**src/core/rocc_pkg.sv**
```systemverilog
// package with register map, field layout, reset values and timing for the clock output control
package rocc_pkg;
	localparam logic [7:0] CLK_PAD_CFG_ADDR = 8'h03;
	localparam logic [7:0] OSC_CTRL_ADDR = 8'h12;
	localparam int FREQ_SEL_LSB = 0;
	localparam int SHADOW_BIT = 3;
	localparam int CLK_DRIVE_LSB = 4;
	localparam int PAD_DRIVE_LSB = 6;
	localparam int TRIM_LSB = 0;
	localparam int MODE_LSB = 4;
	localparam logic [2:0] FREQ_SEL_RST = 3'h1;
	localparam logic SHADOW_RST = 1'b1;
	localparam logic [1:0] CLK_DRIVE_RST = 2'h1;
	localparam logic [1:0] PAD_DRIVE_RST = 2'h0;
	localparam logic [3:0] MODE_RST = 4'hF;
	localparam logic [3:0] TRIM_RST = 4'h0;
	localparam logic [3:0] MODE_OFF = 4'h0;
	localparam logic [3:0] MODE_EXT = 4'h4;
	localparam logic [3:0] MODE_INT = 4'hF;
	localparam logic [2:0] FREQ_NONE = 3'h0;
	localparam logic [2:0] FREQ_1M = 3'h1;
	localparam logic [2:0] FREQ_16M = 3'h5;
	// raw reference is 16 MHz, divider counter spans 16 raw cycles
	localparam int DIV_W = 4;
	localparam int CLK_MHZ = 25;
	localparam int SETTLE_US = 500;
	localparam int SETTLE_CYC = SETTLE_US * CLK_MHZ;
	localparam int SETTLE_W = 14;
	typedef struct packed {
		logic [1:0] pad_drive;
		logic [1:0] clk_drive;
		logic shadow;
		logic [2:0] freq_sel;
	} rocc_clk_cfg_t;
	typedef struct packed {
		logic [3:0] mode;
		logic [3:0] trim;
	} rocc_osc_cfg_t;
endpackage

```
**src/core/rocc_div.sv**
```systemverilog
// prescaler that divides the raw reference into the output clock, switching only at cycle ends
`timescale 1ns/1ps
`default_nettype none
module rocc_div
(
	input wire logic clk_i,
	input wire logic rst_i,
	input wire logic ce_i,
	input wire logic raw_tick_i,
	input wire logic [2:0] sel_i,
	output logic [2:0] sel_used_o,
	output logic clk_o
);
	logic [rocc_pkg::DIV_W-1:0] cnt_r;
	logic [rocc_pkg::DIV_W-1:0] cnt_nxt;
	logic [2:0] sel_r;
	logic clk_r;
	logic [rocc_pkg::DIV_W-1:0] half_mask;
	logic period_end;
	logic sel_valid;

	// half period length minus one, in raw ticks; 16 MHz toggles on every tick
	function automatic logic [rocc_pkg::DIV_W-1:0] half_of(input logic [2:0] s);
		case (s)
			3'h1: half_of = 4'hF;
			3'h2: half_of = 4'h7;
			3'h3: half_of = 4'h3;
			3'h4: half_of = 4'h1;
			default: half_of = 4'h0;
		endcase
	endfunction

	assign sel_valid = (sel_r >= rocc_pkg::FREQ_1M) && (sel_r <= rocc_pkg::FREQ_16M);
	assign half_mask = half_of(sel_r);
	// a full output period ends when the high half finishes and the pin is about to fall
	assign period_end = raw_tick_i && (cnt_r == half_mask) && (clk_r == 1'b1 || !sel_valid);
	assign cnt_nxt = (cnt_r == half_mask) ? '0 : cnt_r + 4'h1;
	assign sel_used_o = sel_r;

	always_ff @(posedge clk_i or posedge rst_i)
	begin
		if (rst_i)
		begin
			cnt_r <= '0;
			sel_r <= rocc_pkg::FREQ_SEL_RST;
			clk_r <= 1'b0;
		end
		else if (ce_i && raw_tick_i)
		begin
			// selection taken only at a period boundary so no pulse is cut short
			if (period_end)
			begin
				sel_r <= sel_i;
				cnt_r <= '0;
				clk_r <= 1'b0;
			end
			else
			begin
				cnt_r <= cnt_nxt;
				if (cnt_r == half_mask)
					clk_r <= sel_valid ? ~clk_r : 1'b0;
			end
		end
	end

	assign clk_o = clk_r;

	property p_no_clock_codes;
		@(posedge clk_i) disable iff (rst_i)
		!sel_valid |-> !clk_r;
	endproperty
	a_no_clock_codes: assert property (p_no_clock_codes) else $error("clock on idle code");

	property p_switch_boundary;
		@(posedge clk_i) disable iff (rst_i)
		(sel_r != $past(sel_r)) |-> ($past(period_end) && !clk_r);
	endproperty
	a_switch_boundary: assert property (p_switch_boundary) else $error("switch mid period");
endmodule
`default_nettype wire

```
**src/core/rocc_top.sv**
```systemverilog
// reference oscillator configuration, clock output prescaler and shadowed frequency select
//
// Overview of operation
// output clock divided from 16 MHz raw reference
// select codes 1..5 give 1..16 MHz, others none
// shadow off: new select applies at once
// shadow on: new select waits for sleep exit
// shadow resets to 1, select resets to 1
// clock pin drive code at 5:4, reset 1
// other pad drive code at 7:6, reset 0
// oscillator mode 0 off, 4 external, 15 internal
// trim code 3:0 steps 0.3 pF, reset 0
// host selects external mode for external reference
// host disables unused output with no-clock code
// allow 500 us oscillator settling before use
// frequency switches only at output cycle boundary
// pending select held readable, committed on wake
`timescale 1ns/1ps
`default_nettype none
module rocc_top
(
	input wire logic clk_i,
	input wire logic rst_i,
	input wire logic ce_i,
	input wire logic raw_tick_i,
	input wire logic sleep_i,
	input wire logic wr_i,
	input wire logic rd_i,
	input wire logic [7:0] addr_i,
	input wire logic [7:0] wdata_i,
	output logic [7:0] rdata_o,
	output logic divided_clock_out_pin_o,
	output logic [1:0] clock_pin_drive_strength_o,
	output logic [1:0] pad_drive_strength_o,
	output logic [3:0] osc_mode_o,
	output logic [3:0] osc_cap_trim_o,
	output logic osc_enable_o,
	output logic osc_ext_input_o,
	output logic osc_stable_o,
	output logic [2:0] out_freq_active_o
);
	rocc_pkg::rocc_clk_cfg_t clk_cfg_r;
	rocc_pkg::rocc_osc_cfg_t osc_cfg_r;
	logic [2:0] active_sel_r;
	logic [7:0] rdata_r;
	logic [rocc_pkg::SETTLE_W-1:0] settle_cnt_r;
	logic sleep_q1_r;
	logic sleep_q2_r;
	logic sleep_q3_r;
	logic sleep_s_r;
	logic wake_evt;
	logic wr_clk_cfg;
	logic wr_osc_cfg;
	logic hit_clk_cfg;
	logic hit_osc_cfg;
	logic mode_legal;
	logic osc_on;
	logic [7:0] rd_mux;
	logic [2:0] sel_used;
	logic [2:0] wr_freq_sel;
	logic wr_shadow;
	logic [3:0] wr_mode;
	logic [3:0] wr_trim;

	function automatic logic mode_ok(input logic [3:0] m);
		mode_ok = (m == rocc_pkg::MODE_OFF) || (m == rocc_pkg::MODE_EXT)
			|| (m == rocc_pkg::MODE_INT);
	endfunction

	assign hit_clk_cfg = (addr_i == rocc_pkg::CLK_PAD_CFG_ADDR);
	assign hit_osc_cfg = (addr_i == rocc_pkg::OSC_CTRL_ADDR);
	assign wr_clk_cfg = wr_i && hit_clk_cfg;
	assign wr_osc_cfg = wr_i && hit_osc_cfg;
	// write data split into the fields that each register takes
	assign wr_freq_sel = wdata_i[rocc_pkg::FREQ_SEL_LSB +: 3];
	assign wr_shadow = wdata_i[rocc_pkg::SHADOW_BIT];
	assign wr_mode = wdata_i[rocc_pkg::MODE_LSB +: 4];
	assign wr_trim = wdata_i[rocc_pkg::TRIM_LSB +: 4];
	assign mode_legal = mode_ok(wr_mode);
	assign osc_on = osc_cfg_r.mode != rocc_pkg::MODE_OFF;
	// sleep is a pin level from another domain: changes count when stages two and three agree
	assign wake_evt = sleep_s_r && (sleep_q2_r == sleep_q3_r) && !sleep_q3_r;
	assign rd_mux = hit_clk_cfg ? 8'(clk_cfg_r) : (hit_osc_cfg ? 8'(osc_cfg_r) : 8'h00);

	// sleep synchroniser and filtered level
	always_ff @(posedge clk_i or posedge rst_i)
	begin
		if (rst_i)
		begin
			sleep_q1_r <= 1'b0;
			sleep_q2_r <= 1'b0;
			sleep_q3_r <= 1'b0;
			sleep_s_r <= 1'b0;
		end
		else if (ce_i)
		begin
			sleep_q1_r <= sleep_i;
			sleep_q2_r <= sleep_q1_r;
			sleep_q3_r <= sleep_q2_r;
			if (sleep_q2_r == sleep_q3_r)
				sleep_s_r <= sleep_q3_r;
		end
	end

	// clock pin and pad configuration register
	always_ff @(posedge clk_i or posedge rst_i)
	begin
		if (rst_i)
		begin
			clk_cfg_r.pad_drive <= rocc_pkg::PAD_DRIVE_RST;
			clk_cfg_r.clk_drive <= rocc_pkg::CLK_DRIVE_RST;
			clk_cfg_r.shadow <= rocc_pkg::SHADOW_RST;
			clk_cfg_r.freq_sel <= rocc_pkg::FREQ_SEL_RST;
		end
		else if (ce_i && wr_clk_cfg)
			clk_cfg_r <= wdata_i;
	end

	// active select: follows writes at once unless shadowed, then waits for wake
	always_ff @(posedge clk_i or posedge rst_i)
	begin
		if (rst_i)
			active_sel_r <= rocc_pkg::FREQ_SEL_RST;
		else if (ce_i)
		begin
			if (wr_clk_cfg && !wr_shadow)
				active_sel_r <= wr_freq_sel;
			else if (wake_evt)
				active_sel_r <= clk_cfg_r.freq_sel;
		end
	end

	// oscillator control register; reserved mode codes are not accepted
	always_ff @(posedge clk_i or posedge rst_i)
	begin
		if (rst_i)
		begin
			osc_cfg_r.mode <= rocc_pkg::MODE_RST;
			osc_cfg_r.trim <= rocc_pkg::TRIM_RST;
		end
		else if (ce_i && wr_osc_cfg)
		begin
			if (mode_legal)
				osc_cfg_r.mode <= wr_mode;
			osc_cfg_r.trim <= wr_trim;
		end
	end

	// settle timer restarts whenever the oscillator is off
	always_ff @(posedge clk_i or posedge rst_i)
	begin
		if (rst_i)
			settle_cnt_r <= '0;
		else if (ce_i)
		begin
			if (!osc_on)
				settle_cnt_r <= '0;
			else if (settle_cnt_r != rocc_pkg::SETTLE_W'(rocc_pkg::SETTLE_CYC))
				settle_cnt_r <= settle_cnt_r + 14'h0001;
		end
	end

	always_ff @(posedge clk_i or posedge rst_i)
	begin
		if (rst_i)
			rdata_r <= 8'h00;
		else if (ce_i && rd_i)
			rdata_r <= rd_mux;
	end

	// output clock frozen at its level until the reference has settled, low from reset
	rocc_div u_div
	(
		.clk_i(clk_i),
		.rst_i(rst_i),
		.ce_i(ce_i && osc_stable_o),
		.raw_tick_i(raw_tick_i),
		.sel_i(active_sel_r),
		.sel_used_o(sel_used),
		.clk_o(divided_clock_out_pin_o)
	);

	assign rdata_o = rdata_r;
	assign clock_pin_drive_strength_o = clk_cfg_r.clk_drive;
	assign pad_drive_strength_o = clk_cfg_r.pad_drive;
	assign osc_mode_o = osc_cfg_r.mode;
	assign osc_cap_trim_o = osc_cfg_r.trim;
	assign osc_enable_o = osc_on;
	assign osc_ext_input_o = osc_cfg_r.mode == rocc_pkg::MODE_EXT;
	assign osc_stable_o = settle_cnt_r == rocc_pkg::SETTLE_W'(rocc_pkg::SETTLE_CYC);
	assign out_freq_active_o = sel_used;

	property p_immediate;
		@(posedge clk_i) disable iff (rst_i)
		(ce_i && wr_clk_cfg && !wdata_i[3]) |=> (active_sel_r == $past(wdata_i[2:0]));
	endproperty
	a_immediate: assert property (p_immediate) else $error("unshadowed select not applied");

	property p_shadow_hold;
		@(posedge clk_i) disable iff (rst_i)
		(ce_i && wr_clk_cfg && wdata_i[3] && !wake_evt) |=> (active_sel_r == $past(active_sel_r));
	endproperty
	a_shadow_hold: assert property (p_shadow_hold) else $error("shadow applied early");

	property p_wake_commit;
		@(posedge clk_i) disable iff (rst_i)
		(ce_i && wake_evt && !wr_clk_cfg) |=> (active_sel_r == clk_cfg_r.freq_sel);
	endproperty
	a_wake_commit: assert property (p_wake_commit) else $error("pending not committed");

	property p_reset_vals;
		@(posedge clk_i)
		$fell(rst_i) |-> (clk_cfg_r == 8'h19 && osc_cfg_r == 8'hF0);
	endproperty
	a_reset_vals: assert property (p_reset_vals) else $error("wrong reset values");

	property p_drive_out;
		@(posedge clk_i) disable iff (rst_i)
		(ce_i && wr_clk_cfg) |=> (clock_pin_drive_strength_o == $past(wdata_i[5:4])
			&& pad_drive_strength_o == $past(wdata_i[7:6]));
	endproperty
	a_drive_out: assert property (p_drive_out) else $error("drive fields not written");

	property p_pad_drive;
		@(posedge clk_i) disable iff (rst_i)
		!(ce_i && wr_clk_cfg) |=> $stable(pad_drive_strength_o);
	endproperty
	a_pad_drive: assert property (p_pad_drive) else $error("pad drive changed without write");

	property p_mode_legal;
		@(posedge clk_i) disable iff (rst_i)
		1'b1 |-> mode_ok(osc_cfg_r.mode);
	endproperty
	a_mode_legal: assert property (p_mode_legal) else $error("reserved oscillator mode held");

	property p_trim;
		@(posedge clk_i) disable iff (rst_i)
		(ce_i && wr_osc_cfg) |=> (osc_cap_trim_o == $past(wdata_i[3:0]));
	endproperty
	a_trim: assert property (p_trim) else $error("trim not written");

	property p_settle;
		@(posedge clk_i) disable iff (rst_i)
		!osc_on |=> !osc_stable_o;
	endproperty
	a_settle: assert property (p_settle) else $error("stable while oscillator off");

	property p_held_low;
		@(posedge clk_i) disable iff (rst_i)
		!osc_stable_o && !divided_clock_out_pin_o |=> !divided_clock_out_pin_o;
	endproperty
	a_held_low: assert property (p_held_low) else $error("clock started before settle");

	// pin config contents and read data follow the bus exactly, reserved oscillator modes excepted
	property p_shadow_store;
		@(posedge clk_i) disable iff (rst_i)
		(ce_i && wr_clk_cfg) |=> (clk_cfg_r == $past(wdata_i));
	endproperty
	a_shadow_store: assert property (p_shadow_store) else $error("config not stored");

	property p_read_back;
		@(posedge clk_i) disable iff (rst_i)
		(ce_i && rd_i && hit_clk_cfg) |=> (rdata_o == $past(clk_cfg_r));
	endproperty
	a_read_back: assert property (p_read_back) else $error("pin config read wrong");

	property p_osc_read;
		@(posedge clk_i) disable iff (rst_i)
		(ce_i && rd_i && hit_osc_cfg) |=> (rdata_o == $past(osc_cfg_r));
	endproperty
	a_osc_read: assert property (p_osc_read) else $error("osc config read wrong");

	property p_reserved_mode;
		@(posedge clk_i) disable iff (rst_i)
		(ce_i && wr_osc_cfg && !mode_legal) |=> $stable(osc_mode_o);
	endproperty
	a_reserved_mode: assert property (p_reserved_mode) else $error("reserved mode taken");

	// fields only move on a write, the select also on a wake
	property p_active_hold;
		@(posedge clk_i) disable iff (rst_i)
		!(ce_i && (wr_clk_cfg || wake_evt)) |=> $stable(active_sel_r);
	endproperty
	a_active_hold: assert property (p_active_hold) else $error("select moved unasked");

	property p_clk_drive_hold;
		@(posedge clk_i) disable iff (rst_i)
		!(ce_i && wr_clk_cfg) |=> $stable(clock_pin_drive_strength_o);
	endproperty
	a_clk_drive_hold: assert property (p_clk_drive_hold) else $error("drive changed");

	property p_trim_hold;
		@(posedge clk_i) disable iff (rst_i)
		!(ce_i && wr_osc_cfg) |=> $stable(osc_cap_trim_o);
	endproperty
	a_trim_hold: assert property (p_trim_hold) else $error("trim changed unasked");

	property p_div_frozen;
		@(posedge clk_i) disable iff (rst_i)
		!osc_stable_o |=> ($stable(out_freq_active_o) && $stable(divided_clock_out_pin_o));
	endproperty
	a_div_frozen: assert property (p_div_frozen) else $error("divider ran unsettled");
endmodule
`default_nettype wire

```
**config.mk**
```make
export PLATFORM = sky130hd
export DESIGN_NAME = rocc_top
export DESIGN_NICKNAME = d
export VERILOG_FILES = /design/src/core/rocc_pkg.sv /design/src/core/rocc_div.sv /design/src/core/rocc_top.sv
export SDC_FILE = /design/constraint.sdc
export NUM_CORES = 1
export LEC_CHECK = 0
export BUFFER_PORTS_ARGS = -buffer_cell sky130_fd_sc_hd__buf_2
export CELL_PAD_IN_SITES_DETAIL_PLACEMENT = 0
export CELL_PAD_IN_SITES_GLOBAL_PLACEMENT = 1
export CORE_AREA = 2 2 87 80
export DETAILED_ROUTE_END_ITERATION = 16
export DIE_AREA = 0 0 89 82
export PLACE_DENSITY = 0.76
export REMOVE_ABC_BUFFERS = 1
export SKIP_CTS_REPAIR_TIMING = 1
export SLEW_MARGIN = 20
export SYNTH_ARGS = -nofsm -noshare
export SYNTH_HDL_FRONTEND = slang
export SYNTH_SLANG_ARGS = --single-unit
```
**constraint.sdc**
```tcl
create_clock -name clk_i -period 2.75 [get_ports clk_i]
set_clock_uncertainty 0.15 [all_clocks]
set_input_delay 0.1375 -clock clk_i [delete_from_list [all_inputs] [get_ports clk_i]]
set_output_delay 0.1375 -clock clk_i [all_outputs]
set_load 0.01 [all_outputs]
```
## Yosys cells after proc, flatten, opt, wreduce, memory -nomap -nowiden

Cells that the tools add are included.

- Flip-flop bits (word level): 53
- Bits in latches: 0
- Memory bits (writable): 0
- Bits in read-only memories: 0
- Input bits: 23
- Output and inout bits: 27
- Logic and storage cells: 76
- Memories kept: 0

- $add $sub $neg: 2
- Multipliers: 0
- Divide/modulo/power cells: 0
- Order comparisons: 2
- Equality and inequality tests: 14
- Shift operators: 0
- Multiplexer cells: 12
- Bitwise gates (word level): 1
- Reduce and logical (&&, ||, !) cells: 29

Operators by type and width:

| kind | number |
|---|---|
| 14-bit two-way mux | 2 |
| 8-bit two-way mux | 2 |
| 4-bit case mux with 4 select lines | 1 |
| 14-bit by 1-bit adder with 14-bit output (second input constant) | 1 |
| 14-bit == test (second input constant) | 1 |
| 14-bit != test (second input constant) | 1 |
| 1-bit logical AND | 13 |
| 2-bit AND reduction | 6 |
| 4-bit by 3-bit == test with 1-bit output (second input constant) | 2 |
| 8-bit by 2-bit == test with 1-bit output (second input constant) | 1 |
| 8-bit by 5-bit == test with 1-bit output (second input constant) | 1 |
| 4-bit two-way mux | 2 |
| 3-bit by 2-bit == test with 1-bit output (second input constant) | 2 |
| 3-bit two-way mux | 2 |
| 4-bit by 1-bit adder with 4-bit output (second input constant) | 1 |
| 4-bit == test | 1 |
| 4-bit == test (second input constant) | 1 |
| 4-bit zero test | 1 |
| 2-bit nonzero test | 2 |
| 4-bit nonzero test | 1 |
| 3-bit by 1-bit == test with 1-bit output (second input constant) | 1 |
| 3-bit == test (second input constant) | 1 |
| 3-bit by 1-bit greater-or-equal comparator with 1-bit output (second input constant) | 1 |
| 3-bit <= comparator (second input constant) | 1 |
| 6 further kinds | 12 |

## Logic depth before layout (Yosys ltp)

- Word-level depth: 7
- Gate-level depth with buffers: 8
- Gate-level depth less buffers: 8

## Modules after synthesis

Synthesis repeated with hierarchy kept, for this count alone.

- Cell total of the unflattened synthesis: 252
- Area total of the unflattened synthesis: 2738.9 µm²

By module, submodules not included:

| module | times used | cells each | area each (µm²) | seq. area each (µm²) |
|---|---|---|---|---|
| rocc_top | 1 | 208 | 2275.9 | 1136.1 |
| rocc_div | 1 | 44 | 462.9 | 201.4 |

## Worst setup path after synthesis

No wires, ideal clock.

- Path kind: register -> register
- Start: register settle_cnt_r[0] in the netlist's numbering
- End: register u_div.sel_r[1] (netlist: u_div.sel_used_o[1])
- Setup time: 125 ps
- Data arrival time: 1834 ps
- Required time: 2475 ps
- Slack: 640 ps
- Stages on the path, launching flop included: 9
- Path buffers: 0
- Period minus slack after synthesis: 2110 ps
- Path through: dfrtp_1 -> inv_1 -> ha_1 -> and3b_1 -> nand4_4 -> clkinv_4 -> nand3_4 -> or3_4 -> mux2_4

- Word-level cells in the longest chain between the ends: 4

Ends and longest elaborated chain:

| element | RTL line | RTL |
|---|---|---|
| start: declaration | rocc_top.sv:46 | `logic [rocc_pkg::SETTLE_W-1:0] settle_cnt_r;` |
| start signal: assignment | rocc_top.sv:159 | `settle_cnt_r <= settle_cnt_r + 14'h0001;` |
| 14-bit == test | rocc_top.sv:190 | `assign osc_stable_o = settle_cnt_r == rocc_pkg::SETTLE_W'(rocc_pkg::SETTLE_CYC);` |
| named net osc_stable_o | rocc_top.sv:39 | `output logic osc_stable_o,` |
| 1-bit logical AND | rocc_top.sv:176 | `.ce_i(ce_i && osc_stable_o),` |
| 1-bit logical AND | rocc_div.sv:48 | `else if (ce_i && raw_tick_i)` |
| 2-bit AND reduction (no line) | n/a |  |
| end signal: assignment | rocc_div.sv:45 | `sel_r <= rocc_pkg::FREQ_SEL_RST;` |
| end signal: assignment | rocc_div.sv:53 | `sel_r <= sel_i;` |
| end: declaration | rocc_div.sv:16 | `logic [2:0] sel_r;` |

The timed path passes the listed nets, and every way through them passes these cells.
A chain may end at the register's enable or synchronous reset.

## Worst setup path after layout

- Start: register settle_cnt_r[0] in the netlist's numbering
- End: register u_div.sel_r[1] (netlist: u_div.sel_used_o[1])

- Word-level cells in the longest chain between the ends: 4

Ends and longest elaborated chain:

| element | RTL line |
|---|---|
| 14-bit == test | rocc_top.sv:190 |
| 1-bit logical AND | rocc_top.sv:176 |
| 1-bit logical AND | rocc_div.sv:48 |
| 2-bit AND reduction (no line) | n/a |

Every way passes these cells.

==> impl_metrics.py <==
metrics = {
    "logic_synthesis": {
        "synthCells": 240,
        "synth_compound_area_share_pct": 9.66,
        "synth-adder-area-share_pct": 1.40,
        "avgSynthCellArea_um2": 11.2,
        "yosys.area_share.simple_pct": 20.6,
        "synth_flop_cell": "dfrtp_1",
        "yosys.area.top_type_share_pct": 41.1,
        "synth_top_family_by_area": "simple AND/OR/NAND/NOR gates",
        "yosysWarnings": 0,
        "synth_mux_area_share_pct": 10.5,
        "synth_xor_area_share_pct": 4.57,
        "synth_cell_type_count": 51,
        "ys_seq_elements": 53,
        "yosysSeqAreaShare_pct": 49.9,
        "yosysTopAreaCell": "dfrtp_1",
        "synth_enable_flop_cells": 0,
        "syn_area_mm2": 0.00268,
        "yosys-top-cells-area": "dfrtp_1 (41%), dfstp_2 (8.8%), mux2_2 (8.8%)",
        "synthArstFlopShare_pct": 100,
    },
    "pwr": {
        "ir_worst_vdd_v": 0.000205,
        "netSwitchingFraction_pct": 26.2,
        "seqPwrFrac_pct": 60.0,
        "p_sw_uw": 387,
        "power_mw": 1.48,
        "clkPwrFrac_pct": 28.7,
        "p_leak_nw": 1.50,
        "power_density_mw_per_mm2": 466,
        "p_int_mw": 1.09,
        "p_comb_share_pct": 11.3,
    },
    "placed_design": {
        "hpwl_mm": 3.90,
        "portBuffers": 49,
        "routabilityCongestion": 0.866,
    },
    "die": {
        "rows": 28,
        "ioPinCount": 50,
        "initial_core_util_pct": 41.6,
        "die_y_um": 82,
        "die_area_mm2": 0.00730,
        "die_x_um": 89,
        "core_mm2": 0.00645,
    },
    "layout": {
        "final_cell_mix": "buf_2 (49), dfrtp_1 (44), mux2_2 (21), nand2_1 (18), o21ai_0 (17)",
        "regArea_mm2": 0.00134,
        "fin_util_pct": 49.3,
        "layout_commonest_cell": "buf_2",
        "drive_above_1_share_pct": 34.4,
        "multiInputGateArea_mm2": 0.00125,
        "syn_to_final_growth_pct": 18.4,
        "antenna-diode-count": 0,
        "fillCellCount": 630,
        "nets": 324,
    },
    "setup_path": {
        "cp_max_fo": 8,
        "worstSetupPathType": "reg -> reg",
        "endpoint_kind": "flop",
        "worst_ep_required_time_ns": 2.80,
        "cp-start-kind": "flop",
        "cp_data_arrival_time_ns": 2.31,
    },
    "global_route": {
        "grt_first_pass_wirelength_mm": 8.94,
        "grt_usage_pct": 16.2,
        "grt_start_max_net_pins": 54,
        "grt_pass1_vias": 1900,
        "overflow": 0,
        "antenna_found_initial": 0,
    },
    "drt": {
        "ant_nets": 0,
        "vias": 1989,
        "routedWlPerCell_um": 14.1,
        "dr.pass1.iters": 4,
        "wirelength_mm": 5.48,
        "drc": 0,
        "drt_iter0_drc": 89,
        "via_per_inst": 5.11,
    },
    "sta": {
        "post-route-period-util_pct": 82.2,
        "fin_crit_ns": 2.26,
        "finalMaxSlewViolations": 0,
        "timing.hold.ws_ns": -0.00971,
        "setup_violations": 0,
        "relSlewSlack_pct": 56.2,
        "finalHoldViolations": 1,
        "rsz0062_at_grt": "no",
        "fmax_mhz": 442,
        "setup_tns_ns": 0,
        "tightest_slew_ns": 0.657,
    },
    "clocking": {
        "clock-sinks": 53,
        "cts_tree": "built",
        "path_clk_slew_ns": 0.09,
        "cts.path.max_buffers": 2,
        "root_buffer": "clkbuf_8",
        "insertion_delay_ns": 0.30,
        "htreeDepth": 2,
        "numCtsBuffers": 5,
    },
    "outcome": {
        "violations": "hold timing",
        "status": "finished, violations left",
    },
    "flow_run": {
        "maxCapViolCount": 0,
    },
    "worst_hold_path": {
        "min_path_type": "in -> reg",
    },
}
==> cells in the mapped netlist (4+ instances only) <==
master	number
dfrtp_1	44
mux2_2	21
nand2_1	18
o21ai_0	17
nor2_1	14
xor2_1	10
dfstp_2	9
nand3_1	9
a22oi_1	8
nand4_1	8
buf_4	6
inv_1	6
nand2b_1	5
a22o_1	4
and2_1	4
nor3_1	4
xnor2_1	4
==> power groups by stage <==
stage	Clock, mW	Combinational [mW]	Sequential (mW)
2_1_floorplan	0	0.105	0.889
3_3_place_gp	0	0.157	0.899
3_5_place_dp	0	0.159	0.902
4_1_cts	0.448	0.160	0.888
5_1_grt	0.488	0.189	0.897
6_report	0.425	0.167	0.888
==> layer usage <==
metal | routed length [µm] | global-route usage (%) | share of wire (%) | vias to the layer above
li1 | - | - | - | 985
met2 | 2750 | 26.3 | 50 | 36
met3 | 205 | 4.32 | 3.7 | 4
met4 | 48 | 4.18 | 0.88 | 0
met1 | 2480 | 21.4 | 45 | 964
met5 | 0 | 0 | 0 | -
==> final timing paths <==
check                                start                  end  slack (ns)  cells after the start
max                        settle_cnt_r[0]  u_div.sel_used_o[1]        0.49                      8
min                             wdata_i[6]        osc_mode_o[2]       -0.01                      3
max reg2reg                settle_cnt_r[0]  u_div.sel_used_o[1]        0.49                      8
min reg2reg                     rdata_o[2]           rdata_o[2]        0.33                      2
max in group asynchronous            rst_i     settle_cnt_r[12]        1.59                      4
min in group asynchronous            rst_i           sleep_q3_r        0.39                      4
==> kinds of logic (layout without fill, tap and decap cells) <==
kind of cell	Yosys count	after routing
AO/OA/AOI/OAI	39	39
XOR/XNOR	14	14
adder cells (fa/ha/maj)	3	3
buffers and inverters	17	76
flip-flops	53	53
multiplexers	24	24
AND/OR/NAND/NOR	90	90
==> area by class of cell <==
| cell class | count | area share, % |
|---|---|---|
| clock buffer | 7 | 2.40 |
| clock inverter | 1 | 0.236 |
| inverter | 7 | 0.985 |
| multi-input combinational | 170 | 39.4 |
| sequential | 53 | 42.1 |
| tap | 90 | 3.55 |
| timing repair buffer | 61 | 11.3 |
==> stage by stage <==
stage               instance area [µm²]  setup WS [ns]  instances
finish                             3180          0.490        389
global route                       3180          0.374        389
CTS                                3090          0.491        380
detailed placement                 3000          0.497        372
global placement                   3000          0.562        372
floorplan                          2620          0.642        230
==> flip-flops by register name, summed over array words and instances (netlist names), 2 cells and up <==
signal	cells
clock_pin_drive_strength_o	2
pad_drive_strength_o	2
osc_cap_trim_o	4
u_div.cnt_r	4
osc_mode_o	4
u_div.sel_used_o	3
settle_cnt_r	14
active_sel_r	3
rdata_o	8
clk_cfg_r	4
==> worst max-delay path: stages, from the launching register on <==
cell	delay, ns
dfrtp_1	0.42
inv_1	0.10
ha_1	0.14
and3b_1	0.22
nand4_4	0.19
clkinv_4	0.12
nand3_4	0.10
or3_4	0.42
mux2_4	0.30
Power figures use the tool's default switching activity.
